--- src/rtl/gpio_irq_pkg.sv ---
package gpio_irq_pkg;

	// Register indices; byte address is four times the index
	localparam logic [7:0] IDX_PORT0_IRQ_FLAGS = 8'h89;
	localparam logic [7:0] IDX_PORT1_IRQ_FLAGS = 8'h8a;
	localparam logic [7:0] IDX_PORT2_IRQ_FLAGS = 8'h8b;
	localparam logic [7:0] IDX_PORT_IRQ_CONTROL = 8'h8c;
	localparam logic [7:0] IDX_PORT1_IRQ_MASK = 8'h8d;
	localparam logic [7:0] IDX_PORT2_INPUT_MODE = 8'hf7;

	localparam int ADDR_W = 12;

	// Port widths
	localparam int PORT0_W = 8;
	localparam int PORT1_W = 8;
	localparam int PORT2_W = 5;

	// Port-2 input-mode register fields
	localparam int BIT_PORT2_PULL_DIR = 7;
	localparam int BIT_PORT1_PULL_DIR = 6;
	localparam int BIT_PORT0_PULL_DIR = 5;

	// Port interrupt control register fields
	localparam int BIT_OUTPUT_DRIVE_STRENGTH = 6;
	localparam int BIT_PORT2_GROUP_IRQ_ENABLE = 5;
	localparam int BIT_PORT0_UPPER_IRQ_ENABLE = 4;
	localparam int BIT_PORT0_LOWER_IRQ_ENABLE = 3;
	localparam int BIT_PORT2_EDGE_SELECT = 2;
	localparam int BIT_PORT1_EDGE_SELECT = 1;
	localparam int BIT_PORT0_EDGE_SELECT = 0;

	// Reset values and control write mask
	localparam logic [7:0] RST_IRQ_FLAGS = 8'h00;
	localparam logic [7:0] RST_PORT_IRQ_CONTROL = 8'h00;
	localparam logic [7:0] RST_PORT1_IRQ_MASK = 8'h00;
	localparam logic [7:0] RST_PORT2_INPUT_MODE = 8'h00;
	localparam logic [6:0] CONTROL_WR_MASK = 7'h7f;

	// Edge detector warm-up length in cycles
	localparam int PRIME_CYCLES = 3;

	function automatic logic [ADDR_W-1:0] byte_addr(input logic [7:0] idx);
		byte_addr = {2'h0, idx, 2'h0};
	endfunction

endpackage

--- src/rtl/edge_if.sv ---
`timescale 1ns/1ps
`default_nettype none
interface edge_if #(parameter int W = 8);
	logic falling_sel;
	logic [W-1:0] hit;
	modport det (input falling_sel, output hit);
	modport user (output falling_sel, input hit);
endinterface
`default_nettype wire

--- src/rtl/pin_edge_detect.sv ---
`timescale 1ns/1ps
`default_nettype none
module pin_edge_detect #(
	parameter int W = 8
) (
	input wire logic pclk,
	input wire logic presetn,
	input wire logic [W-1:0] pins,
	edge_if.det eif
);

	logic [W-1:0] sync1_r;
	logic [W-1:0] sync2_r;
	logic [W-1:0] prev_r;
	logic [gpio_irq_pkg::PRIME_CYCLES-1:0] prime_r;
	wire primed = prime_r[gpio_irq_pkg::PRIME_CYCLES-1];
	wire [W-1:0] rise = sync2_r & ~prev_r;
	wire [W-1:0] fall = prev_r & ~sync2_r;

	////////////////////////////////////////////////////////////////////
	// Two-flop synchroniser, then one more stage for the comparison
	always_ff @(posedge pclk or negedge presetn)
	begin
		if (!presetn)
		begin
			sync1_r <= '0;
			sync2_r <= '0;
			prev_r <= '0;
			prime_r <= '0;
		end
		else
		begin
			sync1_r <= pins;
			sync2_r <= sync1_r;
			prev_r <= sync2_r;
			prime_r <= {prime_r[gpio_irq_pkg::PRIME_CYCLES-2:0], 1'b1};
		end
	end

	// No hits until both compared stages hold real pin samples
	assign eif.hit = primed ? (eif.falling_sel ? fall : rise) : '0;

	////////////////////////////////////////////////////////////////////
	property p_edge_rise;
		@(posedge pclk) disable iff (!presetn)
		(primed && !eif.falling_sel && sync2_r[0] && !prev_r[0]) |-> eif.hit[0];
	endproperty
	a_edge_rise: assert property (p_edge_rise) else $error("rising edge missed");

	property p_edge_fall;
		@(posedge pclk) disable iff (!presetn)
		(eif.falling_sel && eif.hit[0]) |-> ($past(sync1_r[0], 2) && !$past(sync1_r[0]));
	endproperty
	a_edge_fall: assert property (p_edge_fall) else $error("falling hit without fall");

endmodule // pin_edge_detect
`default_nettype wire

--- src/rtl/gpio_port_irq.sv ---
// Chosen here: the APB register port.
`timescale 1ns/1ps
`default_nettype none
module gpio_port_irq #(
	parameter int P0_W = gpio_irq_pkg::PORT0_W,
	parameter int P1_W = gpio_irq_pkg::PORT1_W,
	parameter int P2_W = gpio_irq_pkg::PORT2_W
) (
	input wire logic pclk,
	input wire logic presetn,
	input wire logic psel,
	input wire logic penable,
	input wire logic pwrite,
	input wire logic [gpio_irq_pkg::ADDR_W-1:0] paddr,
	input wire logic [31:0] pwdata,
	output logic [31:0] prdata,
	output logic pready,
	output logic pslverr,
	input wire logic [P0_W-1:0] port0_in,
	input wire logic [P1_W-1:0] port1_in,
	input wire logic [P2_W-1:0] port2_in,
	output logic port0_pull_dir,
	output logic port1_pull_dir,
	output logic port2_pull_dir,
	output logic [P2_W-1:0] port2_pin_input_tristate,
	output logic [P2_W-1:0] port2_pullup_en,
	output logic [P2_W-1:0] port2_pulldown_en,
	output logic output_drive_strength,
	output logic irq
);

	////////////////////////////////////////////////////////////////////
	// Registers
	logic [P0_W-1:0] port0_irq_flags_r;
	logic [P1_W-1:0] port1_irq_flags_r;
	logic [P2_W-1:0] port2_irq_flags_r;
	logic [6:0] port_irq_control_r;
	logic [P1_W-1:0] port1_irq_mask_r;
	logic [7:0] port2_input_mode_r;
	logic [31:0] prdata_r;
	logic pready_r;
	logic pslverr_r;
	logic irq_r;
	logic [P2_W-1:0] port2_pullup_en_r;
	logic [P2_W-1:0] port2_pulldown_en_r;

	////////////////////////////////////////////////////////////////////
	// Edge detectors
	edge_if #(.W(P0_W)) e0 ();
	edge_if #(.W(P1_W)) e1 ();
	edge_if #(.W(P2_W)) e2 ();

	assign e0.falling_sel = port_irq_control_r[gpio_irq_pkg::BIT_PORT0_EDGE_SELECT];
	assign e1.falling_sel = port_irq_control_r[gpio_irq_pkg::BIT_PORT1_EDGE_SELECT];
	assign e2.falling_sel = port_irq_control_r[gpio_irq_pkg::BIT_PORT2_EDGE_SELECT];

	pin_edge_detect #(.W(P0_W)) u_det0 (
		.pclk(pclk),
		.presetn(presetn),
		.pins(port0_in),
		.eif(e0)
	);

	pin_edge_detect #(.W(P1_W)) u_det1 (
		.pclk(pclk),
		.presetn(presetn),
		.pins(port1_in),
		.eif(e1)
	);

	pin_edge_detect #(.W(P2_W)) u_det2 (
		.pclk(pclk),
		.presetn(presetn),
		.pins(port2_in),
		.eif(e2)
	);

	////////////////////////////////////////////////////////////////////
	// APB decode: one wait state, registers act on the completing edge
	wire access = psel && penable;
	wire sample = access && !pready_r;
	wire done = access && pready_r;
	wire wr_en = done && pwrite;

	wire sel_f0 = paddr == gpio_irq_pkg::byte_addr(gpio_irq_pkg::IDX_PORT0_IRQ_FLAGS);
	wire sel_f1 = paddr == gpio_irq_pkg::byte_addr(gpio_irq_pkg::IDX_PORT1_IRQ_FLAGS);
	wire sel_f2 = paddr == gpio_irq_pkg::byte_addr(gpio_irq_pkg::IDX_PORT2_IRQ_FLAGS);
	wire sel_ctl = paddr == gpio_irq_pkg::byte_addr(gpio_irq_pkg::IDX_PORT_IRQ_CONTROL);
	wire sel_msk = paddr == gpio_irq_pkg::byte_addr(gpio_irq_pkg::IDX_PORT1_IRQ_MASK);
	wire sel_mode = paddr == gpio_irq_pkg::byte_addr(gpio_irq_pkg::IDX_PORT2_INPUT_MODE);
	wire mapped = sel_f0 || sel_f1 || sel_f2 || sel_ctl || sel_msk || sel_mode;

	wire [31:0] rd_mux =
		sel_f0 ? {24'h00_0000, port0_irq_flags_r} :
		sel_f1 ? {24'h00_0000, port1_irq_flags_r} :
		sel_f2 ? {27'h000_0000, port2_irq_flags_r} :
		sel_ctl ? {25'h000_0000, port_irq_control_r} :
		sel_msk ? {24'h00_0000, port1_irq_mask_r} :
		sel_mode ? {24'h00_0000, port2_input_mode_r} :
		32'h0000_0000;

	////////////////////////////////////////////////////////////////////
	// Flag update: write-0 clears, a same-cycle edge wins over the clear
	wire [P0_W-1:0] clr0 = (wr_en && sel_f0) ? ~pwdata[P0_W-1:0] : '0;
	wire [P1_W-1:0] clr1 = (wr_en && sel_f1) ? ~pwdata[P1_W-1:0] : '0;
	wire [P2_W-1:0] clr2 = (wr_en && sel_f2) ? ~pwdata[P2_W-1:0] : '0;

	wire [P0_W-1:0] port0_irq_flags_nxt = (port0_irq_flags_r & ~clr0) | e0.hit;
	wire [P1_W-1:0] port1_irq_flags_nxt = (port1_irq_flags_r & ~clr1) | e1.hit;
	wire [P2_W-1:0] port2_irq_flags_nxt = (port2_irq_flags_r & ~clr2) | e2.hit;

	////////////////////////////////////////////////////////////////////
	// Interrupt gating
	wire en_p2 = port_irq_control_r[gpio_irq_pkg::BIT_PORT2_GROUP_IRQ_ENABLE];
	wire en_p0h = port_irq_control_r[gpio_irq_pkg::BIT_PORT0_UPPER_IRQ_ENABLE];
	wire en_p0l = port_irq_control_r[gpio_irq_pkg::BIT_PORT0_LOWER_IRQ_ENABLE];
	wire src_p2 = en_p2 && (|port2_irq_flags_r);
	wire src_p0h = en_p0h && (|port0_irq_flags_r[7:4]);
	wire src_p0l = en_p0l && (|port0_irq_flags_r[3:0]);
	wire src_p1 = |(port1_irq_flags_r & port1_irq_mask_r);
	wire irq_nxt = src_p2 || src_p0h || src_p0l || src_p1;

	////////////////////////////////////////////////////////////////////
	// Pad control for port 2 from mode and pull direction
	wire pull2 = port2_input_mode_r[gpio_irq_pkg::BIT_PORT2_PULL_DIR];
	wire [P2_W-1:0] pulled2 = ~port2_input_mode_r[P2_W-1:0];
	wire [P2_W-1:0] port2_pullup_en_nxt = pulled2 & {P2_W{!pull2}};
	wire [P2_W-1:0] port2_pulldown_en_nxt = pulled2 & {P2_W{pull2}};

	////////////////////////////////////////////////////////////////////
	always_ff @(posedge pclk or negedge presetn)
	begin
		if (!presetn)
		begin
			pready_r <= 1'b0;
			pslverr_r <= 1'b0;
			prdata_r <= 32'h0000_0000;
		end
		else
		begin
			pready_r <= sample;
			pslverr_r <= sample && !mapped;
			prdata_r <= (sample && !pwrite) ? rd_mux : 32'h0000_0000;
		end
	end

	always_ff @(posedge pclk or negedge presetn)
	begin
		if (!presetn)
		begin
			port0_irq_flags_r <= gpio_irq_pkg::RST_IRQ_FLAGS[P0_W-1:0];
			port1_irq_flags_r <= gpio_irq_pkg::RST_IRQ_FLAGS[P1_W-1:0];
			port2_irq_flags_r <= gpio_irq_pkg::RST_IRQ_FLAGS[P2_W-1:0];
		end
		else
		begin
			port0_irq_flags_r <= port0_irq_flags_nxt;
			port1_irq_flags_r <= port1_irq_flags_nxt;
			port2_irq_flags_r <= port2_irq_flags_nxt;
		end
	end

	always_ff @(posedge pclk or negedge presetn)
	begin
		if (!presetn)
		begin
			port_irq_control_r <= gpio_irq_pkg::RST_PORT_IRQ_CONTROL[6:0];
			port1_irq_mask_r <= gpio_irq_pkg::RST_PORT1_IRQ_MASK[P1_W-1:0];
			port2_input_mode_r <= gpio_irq_pkg::RST_PORT2_INPUT_MODE;
		end
		else if (wr_en)
		begin
			if (sel_ctl)
				port_irq_control_r <= pwdata[6:0] & gpio_irq_pkg::CONTROL_WR_MASK;
			if (sel_msk)
				port1_irq_mask_r <= pwdata[P1_W-1:0];
			if (sel_mode)
				port2_input_mode_r <= pwdata[7:0];
		end
	end

	always_ff @(posedge pclk or negedge presetn)
	begin
		if (!presetn)
		begin
			irq_r <= 1'b0;
			port2_pullup_en_r <= '0;
			port2_pulldown_en_r <= '0;
		end
		else
		begin
			irq_r <= irq_nxt;
			port2_pullup_en_r <= port2_pullup_en_nxt;
			port2_pulldown_en_r <= port2_pulldown_en_nxt;
		end
	end

	////////////////////////////////////////////////////////////////////
	// Outputs
	assign prdata = prdata_r;
	assign pready = pready_r;
	assign pslverr = pslverr_r;
	assign irq = irq_r;
	assign port0_pull_dir = port2_input_mode_r[gpio_irq_pkg::BIT_PORT0_PULL_DIR];
	assign port1_pull_dir = port2_input_mode_r[gpio_irq_pkg::BIT_PORT1_PULL_DIR];
	assign port2_pull_dir = port2_input_mode_r[gpio_irq_pkg::BIT_PORT2_PULL_DIR];
	assign port2_pin_input_tristate = port2_input_mode_r[P2_W-1:0];
	assign port2_pullup_en = port2_pullup_en_r;
	assign port2_pulldown_en = port2_pulldown_en_r;
	assign output_drive_strength = port_irq_control_r[gpio_irq_pkg::BIT_OUTPUT_DRIVE_STRENGTH];

	////////////////////////////////////////////////////////////////////
	// Checks
	property p_f0_set;
		@(posedge pclk) disable iff (!presetn)
		(e0.hit != '0) |=> ((port0_irq_flags_r & $past(e0.hit)) == $past(e0.hit));
	endproperty
	a_f0_set: assert property (p_f0_set) else $error("port0 flag not set");

	property p_f1_set;
		@(posedge pclk) disable iff (!presetn)
		(e1.hit != '0) |=> ((port1_irq_flags_r & $past(e1.hit)) == $past(e1.hit));
	endproperty
	a_f1_set: assert property (p_f1_set) else $error("port1 flag not set");

	property p_f2_read;
		@(posedge pclk) disable iff (!presetn)
		(sample && !pwrite && sel_f2) |=> (prdata_r[7:5] == 3'h0 && prdata_r[4:0] == $past(port2_irq_flags_r));
	endproperty
	a_f2_read: assert property (p_f2_read) else $error("port2 flag read wrong");

	property p_f0_clear;
		@(posedge pclk) disable iff (!presetn)
		(wr_en && sel_f0 && e0.hit == '0) |=> (port0_irq_flags_r == ($past(port0_irq_flags_r) & $past(pwdata[7:0])));
	endproperty
	a_f0_clear: assert property (p_f0_clear) else $error("write-0 clear wrong");

	property p_irq_p2;
		@(posedge pclk) disable iff (!presetn)
		(en_p2 && port2_irq_flags_r != '0) |=> irq_r;
	endproperty
	a_irq_p2: assert property (p_irq_p2) else $error("port2 irq missing");

	property p_irq_p0h;
		@(posedge pclk) disable iff (!presetn)
		(en_p0h && port0_irq_flags_r[7:4] != 4'h0) |=> irq_r;
	endproperty
	a_irq_p0h: assert property (p_irq_p0h) else $error("port0 upper irq missing");

	property p_irq_p0l;
		@(posedge pclk) disable iff (!presetn)
		(en_p0l && port0_irq_flags_r[3:0] != 4'h0) |=> irq_r;
	endproperty
	a_irq_p0l: assert property (p_irq_p0l) else $error("port0 lower irq missing");

	property p_irq_idle;
		@(posedge pclk) disable iff (!presetn)
		(!src_p2 && !src_p0h && !src_p0l && (port1_irq_flags_r & port1_irq_mask_r) == '0) |=> !irq_r;
	endproperty
	a_irq_idle: assert property (p_irq_idle) else $error("irq without masked source");

	property p_mode_wr;
		@(posedge pclk) disable iff (!presetn)
		(wr_en && sel_mode) |=> (port2_pin_input_tristate == $past(pwdata[4:0]) && port2_pull_dir == $past(pwdata[7]));
	endproperty
	a_mode_wr: assert property (p_mode_wr) else $error("input mode write lost");

	property p_pull_pad;
		@(posedge pclk) disable iff (!presetn)
		(wr_en && sel_mode && pwdata[7] && pwdata[0] == 1'b0) |=> ##1 (port2_pulldown_en[0] && !port2_pullup_en[0]);
	endproperty
	a_pull_pad: assert property (p_pull_pad) else $error("pull-down not applied");

	property p_drive_wr;
		@(posedge pclk) disable iff (!presetn)
		(wr_en && sel_ctl) |=> (output_drive_strength == $past(pwdata[6]) && port_irq_control_r[2:0] == $past(pwdata[2:0]));
	endproperty
	a_drive_wr: assert property (p_drive_wr) else $error("control write lost");

	property p_pol0;
		@(posedge pclk) disable iff (!presetn)
		e0.hit[0] |-> ($past(port0_in[0], 2) != port_irq_control_r[gpio_irq_pkg::BIT_PORT0_EDGE_SELECT]
			&& $past(port0_in[0], 3) == port_irq_control_r[gpio_irq_pkg::BIT_PORT0_EDGE_SELECT]);
	endproperty
	a_pol0: assert property (p_pol0) else $error("port0 polarity mismatch");

	property p_pol1;
		@(posedge pclk) disable iff (!presetn)
		e1.hit[0] |-> ($past(port1_in[0], 2) != port_irq_control_r[gpio_irq_pkg::BIT_PORT1_EDGE_SELECT]
			&& $past(port1_in[0], 3) == port_irq_control_r[gpio_irq_pkg::BIT_PORT1_EDGE_SELECT]);
	endproperty
	a_pol1: assert property (p_pol1) else $error("port1 polarity mismatch");

	property p_pol2;
		@(posedge pclk) disable iff (!presetn)
		e2.hit[0] |-> ($past(port2_in[0], 2) != port_irq_control_r[gpio_irq_pkg::BIT_PORT2_EDGE_SELECT]
			&& $past(port2_in[0], 3) == port_irq_control_r[gpio_irq_pkg::BIT_PORT2_EDGE_SELECT]);
	endproperty
	a_pol2: assert property (p_pol2) else $error("port2 polarity mismatch");

	property p_f2_set;
		@(posedge pclk) disable iff (!presetn)
		(e2.hit != '0) |=> ((port2_irq_flags_r & $past(e2.hit)) == $past(e2.hit));
	endproperty
	a_f2_set: assert property (p_f2_set) else $error("port2 flag not set");

	property p_f1_clear;
		@(posedge pclk) disable iff (!presetn)
		(wr_en && sel_f1) |=> (port1_irq_flags_r ==
			(($past(port1_irq_flags_r) & $past(pwdata[P1_W-1:0])) | $past(e1.hit)));
	endproperty
	a_f1_clear: assert property (p_f1_clear) else $error("port1 clear or set-wins wrong");

	property p_f2_clear;
		@(posedge pclk) disable iff (!presetn)
		(wr_en && sel_f2) |=> (port2_irq_flags_r ==
			(($past(port2_irq_flags_r) & $past(pwdata[P2_W-1:0])) | $past(e2.hit)));
	endproperty
	a_f2_clear: assert property (p_f2_clear) else $error("port2 clear or set-wins wrong");

	property p_irq_p1;
		@(posedge pclk) disable iff (!presetn)
		((port1_irq_flags_r & port1_irq_mask_r) != '0) |=> irq_r;
	endproperty
	a_irq_p1: assert property (p_irq_p1) else $error("port1 irq missing");

	property p_pullup_pad;
		@(posedge pclk) disable iff (!presetn)
		(wr_en && sel_mode && !pwdata[7] && !pwdata[0]) |=> ##1 (port2_pullup_en[0] && !port2_pulldown_en[0]);
	endproperty
	a_pullup_pad: assert property (p_pullup_pad) else $error("pull-up not applied");

	property p_tristate_pad;
		@(posedge pclk) disable iff (!presetn)
		(wr_en && sel_mode && pwdata[0]) |=> ##1 (!port2_pullup_en[0] && !port2_pulldown_en[0]);
	endproperty
	a_tristate_pad: assert property (p_tristate_pad) else $error("tristate pin still pulled");

endmodule // gpio_port_irq
`default_nettype wire

--- config.mk ---
export PLATFORM = sky130hd
export DESIGN_NAME = gpio_port_irq
export DESIGN_NICKNAME = d
export VERILOG_FILES = /design/src/rtl/gpio_irq_pkg.sv /design/src/rtl/edge_if.sv /design/src/rtl/pin_edge_detect.sv /design/src/rtl/gpio_port_irq.sv
export SDC_FILE = /design/constraint.sdc
export NUM_CORES = 1
export LEC_CHECK = 0
export BUFFER_PORTS_ARGS = -buffer_cell sky130_fd_sc_hd__buf_2
export CORE_ASPECT_RATIO = 1.1
export CORE_UTILIZATION = 53
export CTS_CLUSTER_DIAMETER = 80
export CTS_CLUSTER_SIZE = 16
export DETAILED_ROUTE_END_ITERATION = 8
export GPL_TIMING_DRIVEN = 1
export PLACE_DENSITY = 0.79
export SYNTH_ARGS = -nofsm -noshare
export SYNTH_HDL_FRONTEND = slang
export SYNTH_SLANG_ARGS = --single-unit
--- constraint.sdc ---
create_clock -name pclk -period 2.1 [get_ports pclk]
set_clock_uncertainty 0.15 [all_clocks]
set_input_delay 0.105 -clock pclk [delete_from_list [all_inputs] [get_ports pclk]]
set_output_delay 0.105 -clock pclk [all_outputs]
set_load 0.03 [all_outputs]
### Word level (Yosys, flattened, before mapping)

Index checks and enable logic that the tools add are counted.

* output and inout bits: 54
* logic and storage cells: 104
* register bits after elaboration: 137
* input port bits: 70

* equality and inequality tests: 6
* muxes and demuxes: 16
* reductions and logical operators: 31
* bitwise logic cells: 27

Operator list (number)
* two-way mux 8 bit: 13
* equality test 12 x 10 -> 1 bit (second input constant): 6
* bitwise AND 8 bit: 7
* NOT 8 bit: 7
* bitwise AND 5 bit: 5
* NOT 5 bit: 5
* bitwise OR 8 bit: 2
* two-way mux 5 bit: 3
* logical AND 1 bit: 12
* logical OR 1 bit: 8
* OR reduction 4 bit: 2
* OR reduction 8 bit: 1
* AND reduction 2 bit: 3
* bitwise OR 5 bit: 1
* OR reduction 5 bit: 1
* logical NOT 1 bit: 4

### Longest topological paths before layout

* depth in word-level cells: 8
* mapped depth: 8
* depth with buffers taken out: 5

### Hierarchy

From an unflattened synthesis, not the netlist that was laid out.

* cell total of the unflattened synthesis: 440
* area, all modules: 5396.4 µm²

By module, submodules not included
* gpio_port_irq: times used 1, cells an instance 294, seq. area each 1626.6 µm², area each 3114.2 µm²
* pin_edge_detect at u_det0 ...: times used 2, cells an instance 55, seq. area each 675.6 µm², area each 859.6 µm²
* pin_edge_detect at u_det2: times used 1, cells an instance 36, seq. area each 450.4 µm², area each 563.0 µm²

### Worst setup path before layout

No wires, ideal clock.

* path kind: input -> register
* start point: input port paddr[6] (netlist name)
* end point: register port1_irq_mask_r[0]
* arrival time: 1749 ps
* required time: 1825 ps
* setup time: 125 ps
* slack: 76 ps
* cell stages on the path: 5
* cells stage by stage: or4b_4 > nor3_1 > and3_1 > buf_2 > mux2_2

* longest elaborated chain between the ends: 2

RTL lines
* from (decl): RTL line gpio_port_irq.sv:14 `input wire logic [gpio_irq_pkg::ADDR_W-1:0] paddr,`
* equality test 12 x 10 -> 1 bit: RTL line gpio_port_irq.sv:89 `wire sel_msk = paddr == gpio_irq_pkg::byte_addr(gpio_irq_pkg::IDX_PORT1_IRQ_MASK);`
* AND reduction 2 bit (no line)
* to (signal assigned): RTL line gpio_port_irq.sv:168 `port1_irq_mask_r <= gpio_irq_pkg::RST_PORT1_IRQ_MASK[P1_W-1:0];`
* to (signal assigned): RTL line gpio_port_irq.sv:176 `port1_irq_mask_r <= pwdata[P1_W-1:0];`
* to (decl): RTL line gpio_port_irq.sv:38 `logic [P1_W-1:0] port1_irq_mask_r;`

No other way between the ends.
A chain may end at the register's enable or synchronous reset.

### Worst setup path in the final report

* start point: input port paddr[2] (netlist name)
* end point: register prdata_r[4] (netlist: prdata[4])

* longest elaborated chain between the ends: 8
* elaborated cells on any way between the ends: 13
* those cells by class: eq/ne (6); mux (7)

RTL lines
* equality test 12 x 10 -> 1 bit: RTL line gpio_port_irq.sv:90 `wire sel_mode = paddr == gpio_irq_pkg::byte_addr(gpio_irq_pkg::IDX_PORT2_INPUT_MODE);`
* two-way mux 8 bit: RTL line gpio_port_irq.sv:99 `sel_mode ? {24'h00_0000, port2_input_mode_r} :`
* two-way mux 8 bit: RTL line gpio_port_irq.sv:98 `sel_msk ? {24'h00_0000, port1_irq_mask_r} :`
* two-way mux 8 bit: RTL line gpio_port_irq.sv:97 `sel_ctl ? {25'h000_0000, port_irq_control_r} :`
* two-way mux 8 bit: RTL line gpio_port_irq.sv:96 `sel_f2 ? {27'h000_0000, port2_irq_flags_r} :`
* two-way mux 8 bit: RTL line gpio_port_irq.sv:95 `sel_f1 ? {24'h00_0000, port1_irq_flags_r} :`
* two-way mux 8 bit *: RTL line gpio_port_irq.sv:94 `sel_f0 ? {24'h00_0000, port0_irq_flags_r} :`
* two-way mux 8 bit *: RTL line gpio_port_irq.sv:143 `prdata_r <= (sample && !pwrite) ? rd_mux : 32'h0000_0000;`
* to (signal assigned): RTL line gpio_port_irq.sv:143
* to (decl): RTL line gpio_port_irq.sv:40 `logic [31:0] prdata_r;`

Every way passes the cells marked *; elsewhere a longest branch is shown, timed or not.

==> flow_metrics.env <==
export IMPL_async_flop_share=1.00
export IMPL_synth_area_per_cell_sq_um=11.3
export IMPL_synth_top_cell_by_area="dfrtp_1"
export IMPL_peakVddDrop_uv=883
export IMPL_die_width_microns=95.9
export IMPL_synth_top_family_by_area="simple AND/OR/NAND/NOR gates"
export IMPL_cts_max_level=4
export IMPL_start_kind="input port"
export IMPL_seq_area_sq_um=3280
export IMPL_crit_path_end="prdata[4]"
export IMPL_synth_top_area_frac=0.637
export IMPL_worstMarginPinSlew_ns=0.563
export IMPL_slew_violations=0
export IMPL_cts_clk_slew_worst_paths_ns=0.06
export IMPL_drive_above_1_share=0.273
export IMPL_rows=37
export IMPL_grt_pass1_wl_mm=19.1
export IMPL_cp_arrival_ns=2.26
export IMPL_relSlewSlack=0.625
export IMPL_reg2reg_to="prdata[4]"
export IMPL_rr_worst_depth=4
export IMPL_cts_root_buffer="clkbuf_8"
export IMPL_min_path_type="in -> reg"
export IMPL_post_route_util=0.715
export IMPL_antenna_found_initial=0
export IMPL_vias=3842
export IMPL_critPathKind="in -> reg"
export IMPL_cts_setup_buffers=0
export IMPL_grt_max_degree=66
export IMPL_cts_sinks=131
export IMPL_initial_utilization=0.547
export IMPL_io_pins=124
export IMPL_numCtsBuffers=17
export IMPL_required_ns=2.36
export IMPL_overflow=0
export IMPL_rsz0062_at_grt="false"
export IMPL_grtUsageTotal=0.267
export IMPL_ctsLongestPathBuffers=2
export IMPL_drcViolationCount=0
export IMPL_die_area_sq_um=10100
export IMPL_synth_area_top_cells="dfrtp_1, nand2_1, mux2_2"
export IMPL_wire_per_inst_microns=16.5
export IMPL_ys_flop_type="dfrtp_1"
export IMPL_nets=669
export IMPL_clock_latency_ns=0.53
export IMPL_period_share=0.953
export IMPL_dr_pass1_iters=5
export IMPL_ant_nets=0
export IMPL_cts_tree="done"
export IMPL_synthCells=456
export IMPL_crit_start="paddr[2]"
export IMPL_routed_via_density=5.27
export IMPL_synthSimpleGateAreaFrac=0.159
export IMPL_layout_setup_ws_ns=0.0996
export IMPL_period_needed_ns=2.00
export IMPL_fmax_ghz=0.500
export IMPL_muxShareOfSynthArea=0.0589
export IMPL_syn_area_sq_um=5140
export IMPL_status="complete, no violations"
export IMPL_synth_distinct_cells=49
export IMPL_grt_pass1_vias=3875
export IMPL_fillers=706
export IMPL_timing_rr_start="pready"
export IMPL_worst_setup_path_end_kind="flop"
export IMPL_power_static_leakage_nw=3.06
export IMPL_core_sq_um=9400
export IMPL_die_h_microns=105
export IMPL_dp_slack_ns=-0.0291
export IMPL_ys_seq_area_frac=0.637
export IMPL_power_density_nw_per_um2=858
export IMPL_multi_input_area_sq_um=1700
export IMPL_reg2reg_slack_ns=0.14
export IMPL_worstPathMaxFanout=6
export IMPL_max_cap_violations=0
export IMPL_finalWirelength_mm=12.0
export IMPL_hold_viol=0
export IMPL_drt_iter0_markers=180
export IMPL_synthAdderAreaFrac=0
export IMPL_setup_viol=0
export IMPL_ys_ff_latch=131
export IMPL_fin_area_sq_um=6720
export IMPL_synth_compound_area_frac=0.0927
export IMPL_placed_cell_area_sq_um=5760
export IMPL_syn_to_final_growth_pct=30.7
export IMPL_port_buffers=75
export IMPL_place_gp_congestion=0.904
export IMPL_synth_enable_flop_cells=0
export IMPL_synth_xor_area_share=0.00170
export IMPL_yosys_warnings=0
export IMPL_place_hpwl_mm=8.23
export IMPL_antenna_cells=0
placed cells by master, fill, tap and decap left out, types with 3 or more instances in the layout:
cell type and n:
dfrtp_1 131, nand2_1 95, buf_2 74, o21ai_0 50
dlygate4sd3_1 39, nor2_1 31, mux2_2 26, conb_1 25
buf_4 23, clkbuf_16 16, a22oi_1 8, a21oi_1 8
nor4_1 5, nand4b_1 5, nor2b_1 5, nand2b_1 4
and2_1 4, clkinv_4 4, inv_6 4, buf_12 4
inv_1 3
sequential cells by signal, indices dropped and copies added (netlist names), 2 cells and up:
signal	cells
port0_irq_flags_r	8
port1_irq_flags_r	8
port1_irq_mask_r	8
port2_input_mode_r	8
prdata	8
u_det0.prev_r	8
u_det0.sync1_r	8
u_det0.sync2_r	8
u_det1.prev_r	8
u_det1.sync1_r	8
u_det1.sync2_r	8
port_irq_control_r	7
port2_irq_flags_r	5
port2_pulldown_en	5
port2_pullup_en	5
u_det2.prev_r	5
u_det2.sync1_r	5
u_det2.sync2_r	5
u_det1.prime_r	2
worst max-delay path, stage by stage:
cell and delay [ns]:
buf_2 0.11, dlygate4sd3_1 0.58, nor2_2 0.16, nand3_1 0.13, buf_4 0.19, a2bb2oi_1 0.14, o22ai_1 0.17, a31oi_1 0.11
dlygate4sd3_1 0.57
power by group:
part	internal (mW)	switching, mW	leakage [nW]
sequential	2.59	0.0371	1.54
combinational	0.124	0.203	1.25
clock	1.71	1.10	0.274
total	4.42	1.34	3.06
metal layers:
layer  global-route usage  wire length (microns)  vias up
met5                    0                      0        -
met4                0.135                    370        0
met3               0.0758                    582       26
met2                0.445                   6250      136
met1                0.310                   4810     1867
li1                     -                      -     1813
through the flow:
stage	TNS (ns)	hold slack (ns)	power, mW	std cells
global placement	-0.502	-0.181	2.93	658
global route	0	0.0400	5.98	729
finish	0	0.00703	5.77	729
detailed placement	-0.329	-0.174	2.95	658
CTS	0	0.00660	5.83	730
floorplan	0	-0.341	2.82	479
cells in the mapped netlist (3+ instances only):
| cell type | instances |
|---|---|
| nand4b_1 | 5 |
| and2_1 | 4 |
| nor4_1 | 5 |
| inv_1 | 3 |
| a21oi_1 | 8 |
| a22oi_1 | 8 |
| o21ai_0 | 50 |
| dfrtp_1 | 131 |
| buf_4 | 24 |
| nor2_1 | 32 |
| nand2_1 | 95 |
| nand2b_1 | 4 |
| nor2b_1 | 5 |
| mux2_2 | 26 |
| clkbuf_1 | 9 |
kinds of logic after synthesis:
logic type / Yosys count
flops: 131
mux: 27
buf+inv: 42
simple gates: 172
compound gates: 81
other cells: 2
xor+xnor: 1
final cells by class:
class                   instances  area share
clock buffers                  19      0.0627
clock inverters                13      0.0223
inverters                       3     0.00167
multi-input cells             306       0.253
flip-flops and latches        131       0.488
well taps                     117      0.0218
repair buffers                140       0.151
worst min path at each step:
stage           startpoint  cells past startpoint              endpoint  slack, ns
2_1_floorplan      presetn                      0                   irq      -0.34
3_3_place_gp       presetn                      1    port2_pullup_en[2]      -0.18
3_5_place_dp       presetn                      1  port2_pulldown_en[2]      -0.17
4_1_cts           paddr[4]                      5             prdata[5]      0.007
5_1_grt        port0_in[2]                      2     u_det0.sync1_r[2]       0.04
6_report          paddr[3]                      5             prdata[6]      0.007
repair_timing:
| item | CTS | global route |
|---|---|---|
| setup endpoints to repair | 0 | 2 |
| resized for setup | 0 | 2 |
| hold buffers | 40 | 0 |
| endpoints found under the hold margin | 206 | 0 |
(Power assumes the default switching activity.)
